### src/logic/eeprom_read_pkg.sv
// constants and carrier types for the serial memory read sequencer
// assumes a single 25 MHz core clock and a two-wire bus sampled from pins
package eeprom_read_pkg;

    // memory geometry
    localparam int unsigned ADDR_WIDTH = 16;
    localparam int unsigned DATA_WIDTH = 8;

    // fixed class code in the upper nibble of the target address
    localparam logic [3:0] CLASS_CODE = 4'ha;

    // last bit index within a byte
    localparam logic [2:0] LAST_BIT = 3'h7;

    // read-back buffer
    localparam logic [1:0] BUF_DEPTH = 2'h2;

    // address reset value and the byte sent from an empty buffer
    localparam logic [ADDR_WIDTH-1:0] ADDR_RESET = 16'h0000;
    localparam logic [DATA_WIDTH-1:0] EMPTY_BYTE = 8'hff;

    // sequencer states
    typedef enum logic [2:0] {
        st_idle,
        st_addr,
        st_addr_ack,
        st_waddr,
        st_waddr_ack,
        st_tx,
        st_tx_ack,
        st_ignore
    } seq_state_e;

    // memory read request, one-cycle valid
    typedef struct packed {
        logic                  valid;
        logic [ADDR_WIDTH-1:0] addr;
    } mem_req_s;

    // memory read answer
    typedef struct packed {
        logic                  valid;
        logic [DATA_WIDTH-1:0] data;
    } mem_rsp_s;

endpackage

### src/logic/i2c_eeprom_read_sequencer.sv
// read-side sequencer of a two-wire serial memory target
// assumes the bus pins are asynchronous and the memory array answers
// a read request within 6 core clocks, on the core clock
`timescale 1ns/1ns
module i2c_eeprom_read_sequencer (
    // core clock and reset
    input  wire logic                       clock,
    input  wire logic                       reset,
    // two-wire bus pins
    input  wire logic                       scl_in,
    input  wire logic                       sda_in,
    output wire logic                       sda_out,
    output logic                            sda_oe_n,
    // device select straps
    input  wire logic                       device_select_bit0,
    input  wire logic                       device_select_bit1,
    input  wire logic                       device_select_bit2,
    // write engine status
    input  wire logic                       write_busy,
    // memory array read port
    output eeprom_read_pkg::mem_req_s       mem_req,
    input  eeprom_read_pkg::mem_rsp_s       mem_rsp,
    output logic                            mem_rsp_ready
);

    // pin synchronisers and edge history
    logic       scl_meta, scl_sync, scl_prev;
    logic       sda_meta, sda_sync, sda_prev;
    logic [2:0] sel_meta, sel_sync;
    logic       scl_rise, scl_fall, bus_start, bus_stop;

    // sequencer state
    eeprom_read_pkg::seq_state_e                  state, next_state;
    logic [eeprom_read_pkg::DATA_WIDTH-1:0]       shreg, next_shreg;
    logic [eeprom_read_pkg::DATA_WIDTH-1:0]       addr_hi, next_addr_hi;
    logic [eeprom_read_pkg::ADDR_WIDTH-1:0]       addr_cnt, next_addr_cnt;
    logic [2:0]                                   bit_cnt, next_bit_cnt;
    logic                                         byte_full, next_byte_full;
    logic                                         addr_idx, next_addr_idx;
    logic                                         acked, next_acked;
    logic                                         next_sda_oe_n;
    eeprom_read_pkg::mem_req_s                    next_mem_req;
    logic                                         pop, flush;

    // two-entry read-back buffer
    logic [eeprom_read_pkg::DATA_WIDTH-1:0] buf_mem [2];
    logic [eeprom_read_pkg::DATA_WIDTH-1:0] next_buf_mem [2];
    logic                                   wr_ptr, next_wr_ptr;
    logic                                   rd_ptr, next_rd_ptr;
    logic [1:0]                             buf_cnt, next_buf_cnt;
    logic                                   next_rsp_ready;
    logic                                   push;
    logic [eeprom_read_pkg::DATA_WIDTH-1:0] head;

    // open drain: the pin is only ever pulled low
    assign sda_out = 1'b0;

    // two-flop synchronisers, then one history stage for edges
    always_ff @(posedge clock) begin
        if (reset) begin
            scl_meta <= 1'b1;
            scl_sync <= 1'b1;
            scl_prev <= 1'b1;
            sda_meta <= 1'b1;
            sda_sync <= 1'b1;
            sda_prev <= 1'b1;
            sel_meta <= 3'h0;
            sel_sync <= 3'h0;
        end else begin
            scl_meta <= scl_in;
            scl_sync <= scl_meta;
            scl_prev <= scl_sync;
            sda_meta <= sda_in;
            sda_sync <= sda_meta;
            sda_prev <= sda_sync;
            sel_meta <= {device_select_bit2, device_select_bit1, device_select_bit0};
            sel_sync <= sel_meta;
        end
    end

    // bus events from synchronised levels
    assign scl_rise  = scl_sync & ~scl_prev;
    assign scl_fall  = ~scl_sync & scl_prev;
    assign bus_start = scl_sync & scl_prev & sda_prev & ~sda_sync;
    assign bus_stop  = scl_sync & scl_prev & ~sda_prev & sda_sync;
    assign head      = (buf_cnt != 2'h0) ? buf_mem[rd_ptr] : eeprom_read_pkg::EMPTY_BYTE;

    // sequencer next state
    always_comb begin
        next_state     = state;
        next_shreg     = shreg;
        next_addr_hi   = addr_hi;
        next_addr_cnt  = addr_cnt;
        next_bit_cnt   = bit_cnt;
        next_byte_full = byte_full;
        next_addr_idx  = addr_idx;
        next_acked     = acked;
        next_sda_oe_n  = sda_oe_n;
        next_mem_req   = '0;
        pop            = 1'b0;
        flush          = 1'b0;
        if (bus_stop) begin
            next_state    = eeprom_read_pkg::st_idle;
            next_sda_oe_n = 1'b1;
            flush         = 1'b1;
        end else if (bus_start) begin
            next_state     = eeprom_read_pkg::st_addr;
            next_bit_cnt   = 3'h0;
            next_byte_full = 1'b0;
            next_sda_oe_n  = 1'b1;
            flush          = 1'b1;
        end else begin
            case (state)
                // shift in a target address or memory address byte
                eeprom_read_pkg::st_addr, eeprom_read_pkg::st_waddr: begin
                    if (scl_rise && !byte_full) begin
                        next_shreg   = {shreg[6:0], sda_sync};
                        next_bit_cnt = bit_cnt + 3'h1;
                        if (bit_cnt == eeprom_read_pkg::LAST_BIT) begin
                            next_byte_full = 1'b1;
                        end
                    end else if (scl_fall && byte_full) begin
                        next_byte_full = 1'b0;
                        if (state == eeprom_read_pkg::st_waddr) begin
                            next_sda_oe_n = 1'b0;
                            next_state    = eeprom_read_pkg::st_waddr_ack;
                        end else if (shreg[7:4] == eeprom_read_pkg::CLASS_CODE &&
                                     shreg[3:1] == sel_sync && !write_busy) begin
                            next_sda_oe_n = 1'b0;
                            next_state    = eeprom_read_pkg::st_addr_ack;
                            if (shreg[0]) begin
                                next_mem_req.valid = 1'b1;
                                next_mem_req.addr  = addr_cnt;
                            end
                        end else begin
                            next_state = eeprom_read_pkg::st_ignore;
                        end
                    end
                end
                // end of the address acknowledge clock
                eeprom_read_pkg::st_addr_ack: begin
                    if (scl_fall) begin
                        next_bit_cnt = 3'h0;
                        if (shreg[0]) begin
                            pop           = 1'b1;
                            next_shreg    = head;
                            next_sda_oe_n = head[7];
                            next_state    = eeprom_read_pkg::st_tx;
                        end else begin
                            next_sda_oe_n = 1'b1;
                            next_addr_idx = 1'b0;
                            next_state    = eeprom_read_pkg::st_waddr;
                        end
                    end
                end
                // end of a memory address acknowledge
                eeprom_read_pkg::st_waddr_ack: begin
                    if (scl_fall) begin
                        next_sda_oe_n = 1'b1;
                        next_bit_cnt  = 3'h0;
                        if (!addr_idx) begin
                            next_addr_hi  = shreg;
                            next_addr_idx = 1'b1;
                            next_state    = eeprom_read_pkg::st_waddr;
                        end else begin
                            next_addr_cnt = {addr_hi, shreg};
                            next_state    = eeprom_read_pkg::st_ignore;
                        end
                    end
                end
                // shift a byte out on falling edges
                eeprom_read_pkg::st_tx: begin
                    if (scl_fall) begin
                        if (bit_cnt == eeprom_read_pkg::LAST_BIT) begin
                            next_sda_oe_n      = 1'b1;
                            next_addr_cnt      = addr_cnt + 16'h0001;
                            next_mem_req.valid = 1'b1;
                            next_mem_req.addr  = addr_cnt + 16'h0001;
                            next_state         = eeprom_read_pkg::st_tx_ack;
                        end else begin
                            next_bit_cnt  = bit_cnt + 3'h1;
                            next_shreg    = {shreg[6:0], 1'b0};
                            next_sda_oe_n = shreg[6];
                        end
                    end
                end
                // sample the controller's answer in clock nine
                eeprom_read_pkg::st_tx_ack: begin
                    if (scl_rise) begin
                        next_acked = ~sda_sync;
                    end else if (scl_fall) begin
                        pop          = 1'b1;
                        next_bit_cnt = 3'h0;
                        if (acked) begin
                            next_shreg    = head;
                            next_sda_oe_n = head[7];
                            next_state    = eeprom_read_pkg::st_tx;
                        end else begin
                            next_sda_oe_n = 1'b1;
                            next_state    = eeprom_read_pkg::st_ignore;
                        end
                    end
                end
                eeprom_read_pkg::st_idle, eeprom_read_pkg::st_ignore: begin
                    next_sda_oe_n = 1'b1;
                end
                default: begin
                    next_state    = eeprom_read_pkg::st_idle;
                    next_sda_oe_n = 1'b1;
                end
            endcase
        end
    end

    // sequencer registers
    always_ff @(posedge clock) begin
        if (reset) begin
            state     <= eeprom_read_pkg::st_idle;
            shreg     <= 8'h00;
            addr_hi   <= 8'h00;
            addr_cnt  <= eeprom_read_pkg::ADDR_RESET;
            bit_cnt   <= 3'h0;
            byte_full <= 1'b0;
            addr_idx  <= 1'b0;
            acked     <= 1'b0;
            sda_oe_n  <= 1'b1;
            mem_req   <= '0;
        end else begin
            state     <= next_state;
            shreg     <= next_shreg;
            addr_hi   <= next_addr_hi;
            addr_cnt  <= next_addr_cnt;
            bit_cnt   <= next_bit_cnt;
            byte_full <= next_byte_full;
            addr_idx  <= next_addr_idx;
            acked     <= next_acked;
            sda_oe_n  <= next_sda_oe_n;
            mem_req   <= next_mem_req;
        end
    end

    // buffer next state: push from memory, pop by the shifter
    always_comb begin
        push         = mem_rsp.valid & mem_rsp_ready;
        next_buf_mem = buf_mem;
        next_wr_ptr  = wr_ptr;
        next_rd_ptr  = rd_ptr;
        next_buf_cnt = buf_cnt;
        if (flush) begin
            next_buf_cnt = 2'h0;
            next_rd_ptr  = wr_ptr;
        end else begin
            if (push) begin
                next_buf_mem[wr_ptr] = mem_rsp.data;
                next_wr_ptr          = ~wr_ptr;
            end
            if (pop && buf_cnt != 2'h0) begin
                next_rd_ptr = ~rd_ptr;
            end
            next_buf_cnt = buf_cnt + {1'b0, push} - {1'b0, pop && buf_cnt != 2'h0};
        end
        next_rsp_ready = next_buf_cnt < eeprom_read_pkg::BUF_DEPTH;
    end

    // buffer registers
    always_ff @(posedge clock) begin
        if (reset) begin
            buf_mem[0]    <= 8'h00;
            buf_mem[1]    <= 8'h00;
            wr_ptr        <= 1'b0;
            rd_ptr        <= 1'b0;
            buf_cnt       <= 2'h0;
            mem_rsp_ready <= 1'b1;
        end else begin
            buf_mem       <= next_buf_mem;
            wr_ptr        <= next_wr_ptr;
            rd_ptr        <= next_rd_ptr;
            buf_cnt       <= next_buf_cnt;
            mem_rsp_ready <= next_rsp_ready;
        end
    end

endmodule // i2c_eeprom_read_sequencer

### config.mk
export PLATFORM = sky130hd
export DESIGN_NAME = i2c_eeprom_read_sequencer
export DESIGN_NICKNAME = d
export VERILOG_FILES = /design/src/logic/eeprom_read_pkg.sv /design/src/logic/i2c_eeprom_read_sequencer.sv
export SDC_FILE = /design/constraint.sdc
export NUM_CORES = 1
export LEC_CHECK = 0
export ABC_AREA = 1
export BUFFER_PORTS_ARGS = -buffer_cell sky130_fd_sc_hd__buf_2
export CORE_MARGIN = 4
export CORE_UTILIZATION = 45
export DETAILED_ROUTE_END_ITERATION = 8
export PLACE_DENSITY = 0.7
export REMOVE_ABC_BUFFERS = 1
export SLEW_MARGIN = 25
export SYNTH_ARGS = -nofsm -noshare
export SYNTH_HDL_FRONTEND = slang
export SYNTH_SLANG_ARGS = --single-unit
### constraint.sdc
create_clock -name clock -period 5.15 [get_ports clock]
set_clock_uncertainty 0.2 [all_clocks]
set_input_delay 0.7725 -clock clock [delete_from_list [all_inputs] [get_ports clock]]
set_output_delay 0.7725 -clock clock [all_outputs]
set_load 0.02 [all_outputs]
=== Word level (Yosys, flattened, before mapping) ===
Index checks and enable logic that the tools add are counted.

* Add/sub/neg operators: 4
* Magnitude comparators: 4
* Eq/ne operators: 36
* Muxes and demuxes: 84
* Bitwise logic cells: 20
* Reduce and logical (&&, ||, !) cells: 36

{| class="wikitable"
|+ Operators by type and width
! operator !! number
|-
| 17-bit 2-to-1 mux || 7
|-
| 8-bit 2-to-1 mux || 13
|-
| 16-bit 2-to-1 mux || 4
|-
| 3-bit 2-to-1 mux || 18
|-
| 17-bit case mux with 2 select lines || 1
|-
| 3-bit inequality test (second input constant) || 11
|-
| 16-bit case mux with 2 select lines || 1
|-
| 8-bit case mux with 4 select lines || 1
|-
| 1-bit 2-to-1 mux || 30
|-
| 2-bit inequality test (second input constant) || 14
|-
| 9-bit AND reduction || 2
|-
| 16-bit by 1-bit adder with 16-bit output (second input constant) || 1
|-
| 16-bit bitwise mux || 1
|-
| 3-bit == test (second input constant) || 5
|-
| 3-bit case mux with 5 select lines || 1
|-
| 3-bit case mux with 4 select lines || 1
|-
| 6-bit AND reduction || 2
|-
| 11-bit AND reduction || 1
|-
| 1-bit inverter || 10
|-
| 10-bit AND reduction || 1
|-
| 2-bit nonzero test || 5
|-
| 5-bit nonzero test || 2
|-
| 1-bit bitwise AND || 8
|-
| 8-bit demux with 1-bit select || 1
|-
| 28 further kinds || 43
|}

* Register bits: 92
* Input bits: 17
* Output and inout bits: 20
* Logic and storage cells: 211

=== Longest topological paths before layout ===
* Depth in word-level cells: 11
* Mapped depth: 13
* Mapped depth without buffers: 12

=== Worst setup path before layout ===
OpenSTA, ideal clock, no wires.

* Path kind: register to register
* Start: register buf_cnt[1]
* End: register mem_rsp_ready
* Arrival time: 1.738 ns
* Data required time: 4.827 ns
* Setup slack: 3.088 ns
* Cell stages (with the launch flop): 11
* Buffers on the path: 1
* Clock period less this slack: 2.062 ns
* Path through: dfxtp_1 -> or2_2 -> clkbuf_1 -> nand3_1 -> inv_1 -> ha_1 -> inv_1 -> ha_1 -> xnor2_1 -> xnor2_1 -> nand2_1

* Cells in the longest elaborated chain, start to end: 5
* Elaborated cells between the ends (all ways): 6
* Classes of those cells: add/sub (2); order compare (1); mux (1); reduce/logical (2)

{| class="wikitable"
|+ RTL lines
! what !! line !! text
|-
| start, declared || i2c_eeprom_read_sequencer.sv:50 || <nowiki>logic [1:0] buf_cnt, next_buf_cnt;</nowiki>
|-
| start signal, assigned || i2c_eeprom_read_sequencer.sv:278 || <nowiki>buf_cnt <= next_buf_cnt;</nowiki>
|-
| parallel branches: the longest is 2 deep, another holds 2-bit by 1-bit adder with 2-bit output || n/a ||
|-
| 2-bit by 1-bit subtractor with 2-bit output * || i2c_eeprom_read_sequencer.sv:260 || <nowiki>next_buf_cnt = buf_cnt + {1'b0, push} - {1'b0, pop && buf_cnt != 2'h0};</nowiki>
|-
| 2-bit 2-to-1 mux * || i2c_eeprom_read_sequencer.sv:249 || <nowiki>if (flush) begin</nowiki>
|-
| 2-bit less-than comparator * || i2c_eeprom_read_sequencer.sv:262 || <nowiki>next_rsp_ready = next_buf_cnt < eeprom_read_pkg::BUF_DEPTH;</nowiki>
|-
| end signal, assigned || i2c_eeprom_read_sequencer.sv:279 || <nowiki>mem_rsp_ready <= next_rsp_ready;</nowiki>
|-
| end, declared || i2c_eeprom_read_sequencer.sv:23 || <nowiki>output logic mem_rsp_ready</nowiki>
|}

Mark *: on every way between the ends.
A chain may end at the register's enable or synchronous reset.

=== Final worst setup path ===
* Start: input port reset
* End: register mem_req[15] in the netlist's numbering

* Cells in the longest elaborated chain, start to end: 1

{| class="wikitable"
|+ RTL lines
! what !! line !! text
|-
| start, declared || i2c_eeprom_read_sequencer.sv:8 || <nowiki>input wire logic reset,</nowiki>
|-
| 3-bit OR reduction (no source line) || n/a ||
|-
| end signal, assigned || i2c_eeprom_read_sequencer.sv:238 || <nowiki>mem_req <= next_mem_req;</nowiki>
|-
| end, declared || i2c_eeprom_read_sequencer.sv:21 || <nowiki>output eeprom_read_pkg::mem_req_s mem_req,</nowiki>
|}

Every way passes these cells.

==> results.json <==
{
  "status": "finished, final reports clean",
  "ant_nets": 0,
  "fin_nets": 775,
  "hpwl_mm": 8.47,
  "hold_path.class": "register to register",
  "max_freq_ghz": 0.402,
  "wl_per_cell_um": 13.0,
  "cts_hold_buf": 0,
  "timing_hold_violations_final": 0,
  "synth_ff_type": "dfxtp_1",
  "wirelength_mm": 11.6,
  "maxCapViolations": 0,
  "grt_pass1_wl_mm": 20.0,
  "ios": 37,
  "required_ps": 5250,
  "fin_total_pwr_mw": 2.45,
  "dr.pass1.iters": 5,
  "hold_depth": 2,
  "mostFrequentLayoutCells": "177 x nand2_1, 113 x nor2_1, 92 x dfxtp_1, 76 x nand3_1, 68 x inv_1",
  "cts_tree": "built",
  "diodes": 0,
  "cts_made_buffers": 9,
  "synth-edff-count": 0,
  "setup_viol": 0,
  "final_util_pct": 51.0,
  "viasPerCell": 5.13,
  "place_congestion": 0.891,
  "drtIter0Drc": 254,
  "htree_levels": 3,
  "r2r_cells": 6,
  "grt_antenna_before_repair": 0,
  "cts_sinks": 92,
  "worstPathArrival_ps": 2580,
  "cellLeakagePower_nw": 2.37,
  "cts_resized": 0,
  "die-height_um": 112,
  "drc": 0,
  "layout_worst_path_cycle_share_pct": 48.3,
  "grt_max_degree": 49,
  "tightest_slew_ps": 852,
  "fin_crit_ps": 2490,
  "cts_root_buf": "clkbuf_8",
  "cts_buffer_depth": 2,
  "critPathKind": "input pin to register",
  "yosysWarnings": 0,
  "area_growth_pct": 8.67,
  "clk_pin_slew_ps": 90,
  "track_usage_pct": 18.9,
  "end_kind": "register",
  "async_flop_share_pct": 0,
  "ys_types": 41,
  "route.vias.total": 4590,
  "grt_pass1_vias": 4332,
  "layout_commonest_cell": "nand2_1",
  "core_sq_mm": 0.0105,
  "clk_latency_ps": 370,
  "rows": 37,
  "die_w_um": 112,
  "post_cts_buffers": 0,
  "tns_ps": 0,
  "avgSynthCellArea_sq_um": 6.71,
  "io_buffers": 35,
  "syn_area_sq_mm": 0.00491,
  "drive_above_1_share_pct": 13.3,
  "final_max_slew_viol_count": 0,
  "ys_seq_area_share_pct": 37.5,
  "cp_max_fo": 48,
  "ys_ff_latch": 92,
  "rsz0062_at_grt": "no",
  "p_per_area_mw_per_mm2": 460,
  "initial_core_util_pct": 46.9,
  "die-area_sq_mm": 0.0126,
  "worst_setup_path_start_kind": "input pin",
  "grt_overflow_total": 0,
  "maxSlewHeadroom_pct": 43.0,
  "synth_cells": 731,
  "irDropWorstVdd_mv": 0.209
}
==> area by class of cell <==
cell class / count / area, sq um
inverters: 80 / 307
clock inverters: 5 / 82.6
well taps: 136 / 170
clock buffers: 11 / 151
multi-input cells: 534 / 2600
repair buffers: 36 / 183
flip-flops and latches: 92 / 1840
fillers: 1063 / 5130
==> routing by layer <==
layer / global-route usage [%] / part of all wire (%) / vias up
met1: 24.6 / 46 / 2034
met5: 0 / 0 / -
met4: 6.89 / 2.0 / 0
met2: 31.3 / 46 / 126
li1: - / - / 2409
met3: 3.67 / 5.9 / 21
==> logic make-up (layout without fill, tap and decap cells) <==
group	Yosys count	after routing	synth area share, %
compound gates	97	97	10.4
xor+xnor	4	4	0.714
fa+ha+maj	5	5	1.27
buf+inv	105	132	9.54
flops	92	92	37.5
other cells	1	1	0.0764
simple gates	427	427	40.4
==> report_power, final <==
part           switching [mW]  internal [mW]
sequential              0.129          0.820
clock                   0.268          0.302
combinational           0.626          0.309
==> registers in the layout (all words and copies together) (netlist names), 2 cells and up <==
register and flops:
sel_meta 3, buf_mem 16, sel_sync 3, buf_cnt 2, state 3, addr_cnt 16
addr_hi 8, mem_req 17, shreg 8, bit_cnt 3
==> worst max-delay path, stage by stage <==
cell,delay [ps]
buf_2,240
inv_1,90
buf_4,410
nand2_1,210
nor2_4,200
nand2_1,370
a21oi_1,270
==> synth_stat cells (7+ instances only) <==
cell | instances | area, sq um
inv_1 | 68 | 255
o21ai_0 | 41 | 205
nand3_1 | 76 | 380
nand2_1 | 177 | 664
dfxtp_1 | 92 | 1840
clkbuf_1 | 9 | 33.8
nand4_1 | 22 | 138
nor2_1 | 113 | 424
nand2_2 | 7 | 43.8
inv_2 | 9 | 33.8
a21oi_1 | 49 | 245
==> through the flow <==
| stage | instances | hold slack, ps | area, sq um | setup WS [ps] |
|---|---|---|---|---|
| 6_report | 894 | 202 | 5330 | 2660 |
| 3_3_place_gp | 878 | 192 | 5100 | 2380 |
| 2_1_floorplan | 706 | 188 | 4750 | 2700 |
| 3_5_place_dp | 878 | 192 | 5100 | 2290 |
| 5_1_grt | 894 | 227 | 5330 | 2500 |
| 4_1_cts | 894 | 205 | 5330 | 2680 |
==> final timing paths <==
kind	from	to	slack (ps)
worst min register to register	sel_meta[2]	sel_sync[2]	200
worst min-delay path	sel_meta[2]	sel_sync[2]	200
worst max register to register	state[2]	mem_req[15]	2700
worst max-delay path	reset	mem_req[15]	2660
Note: power is estimated with default switching activity, not from simulation.
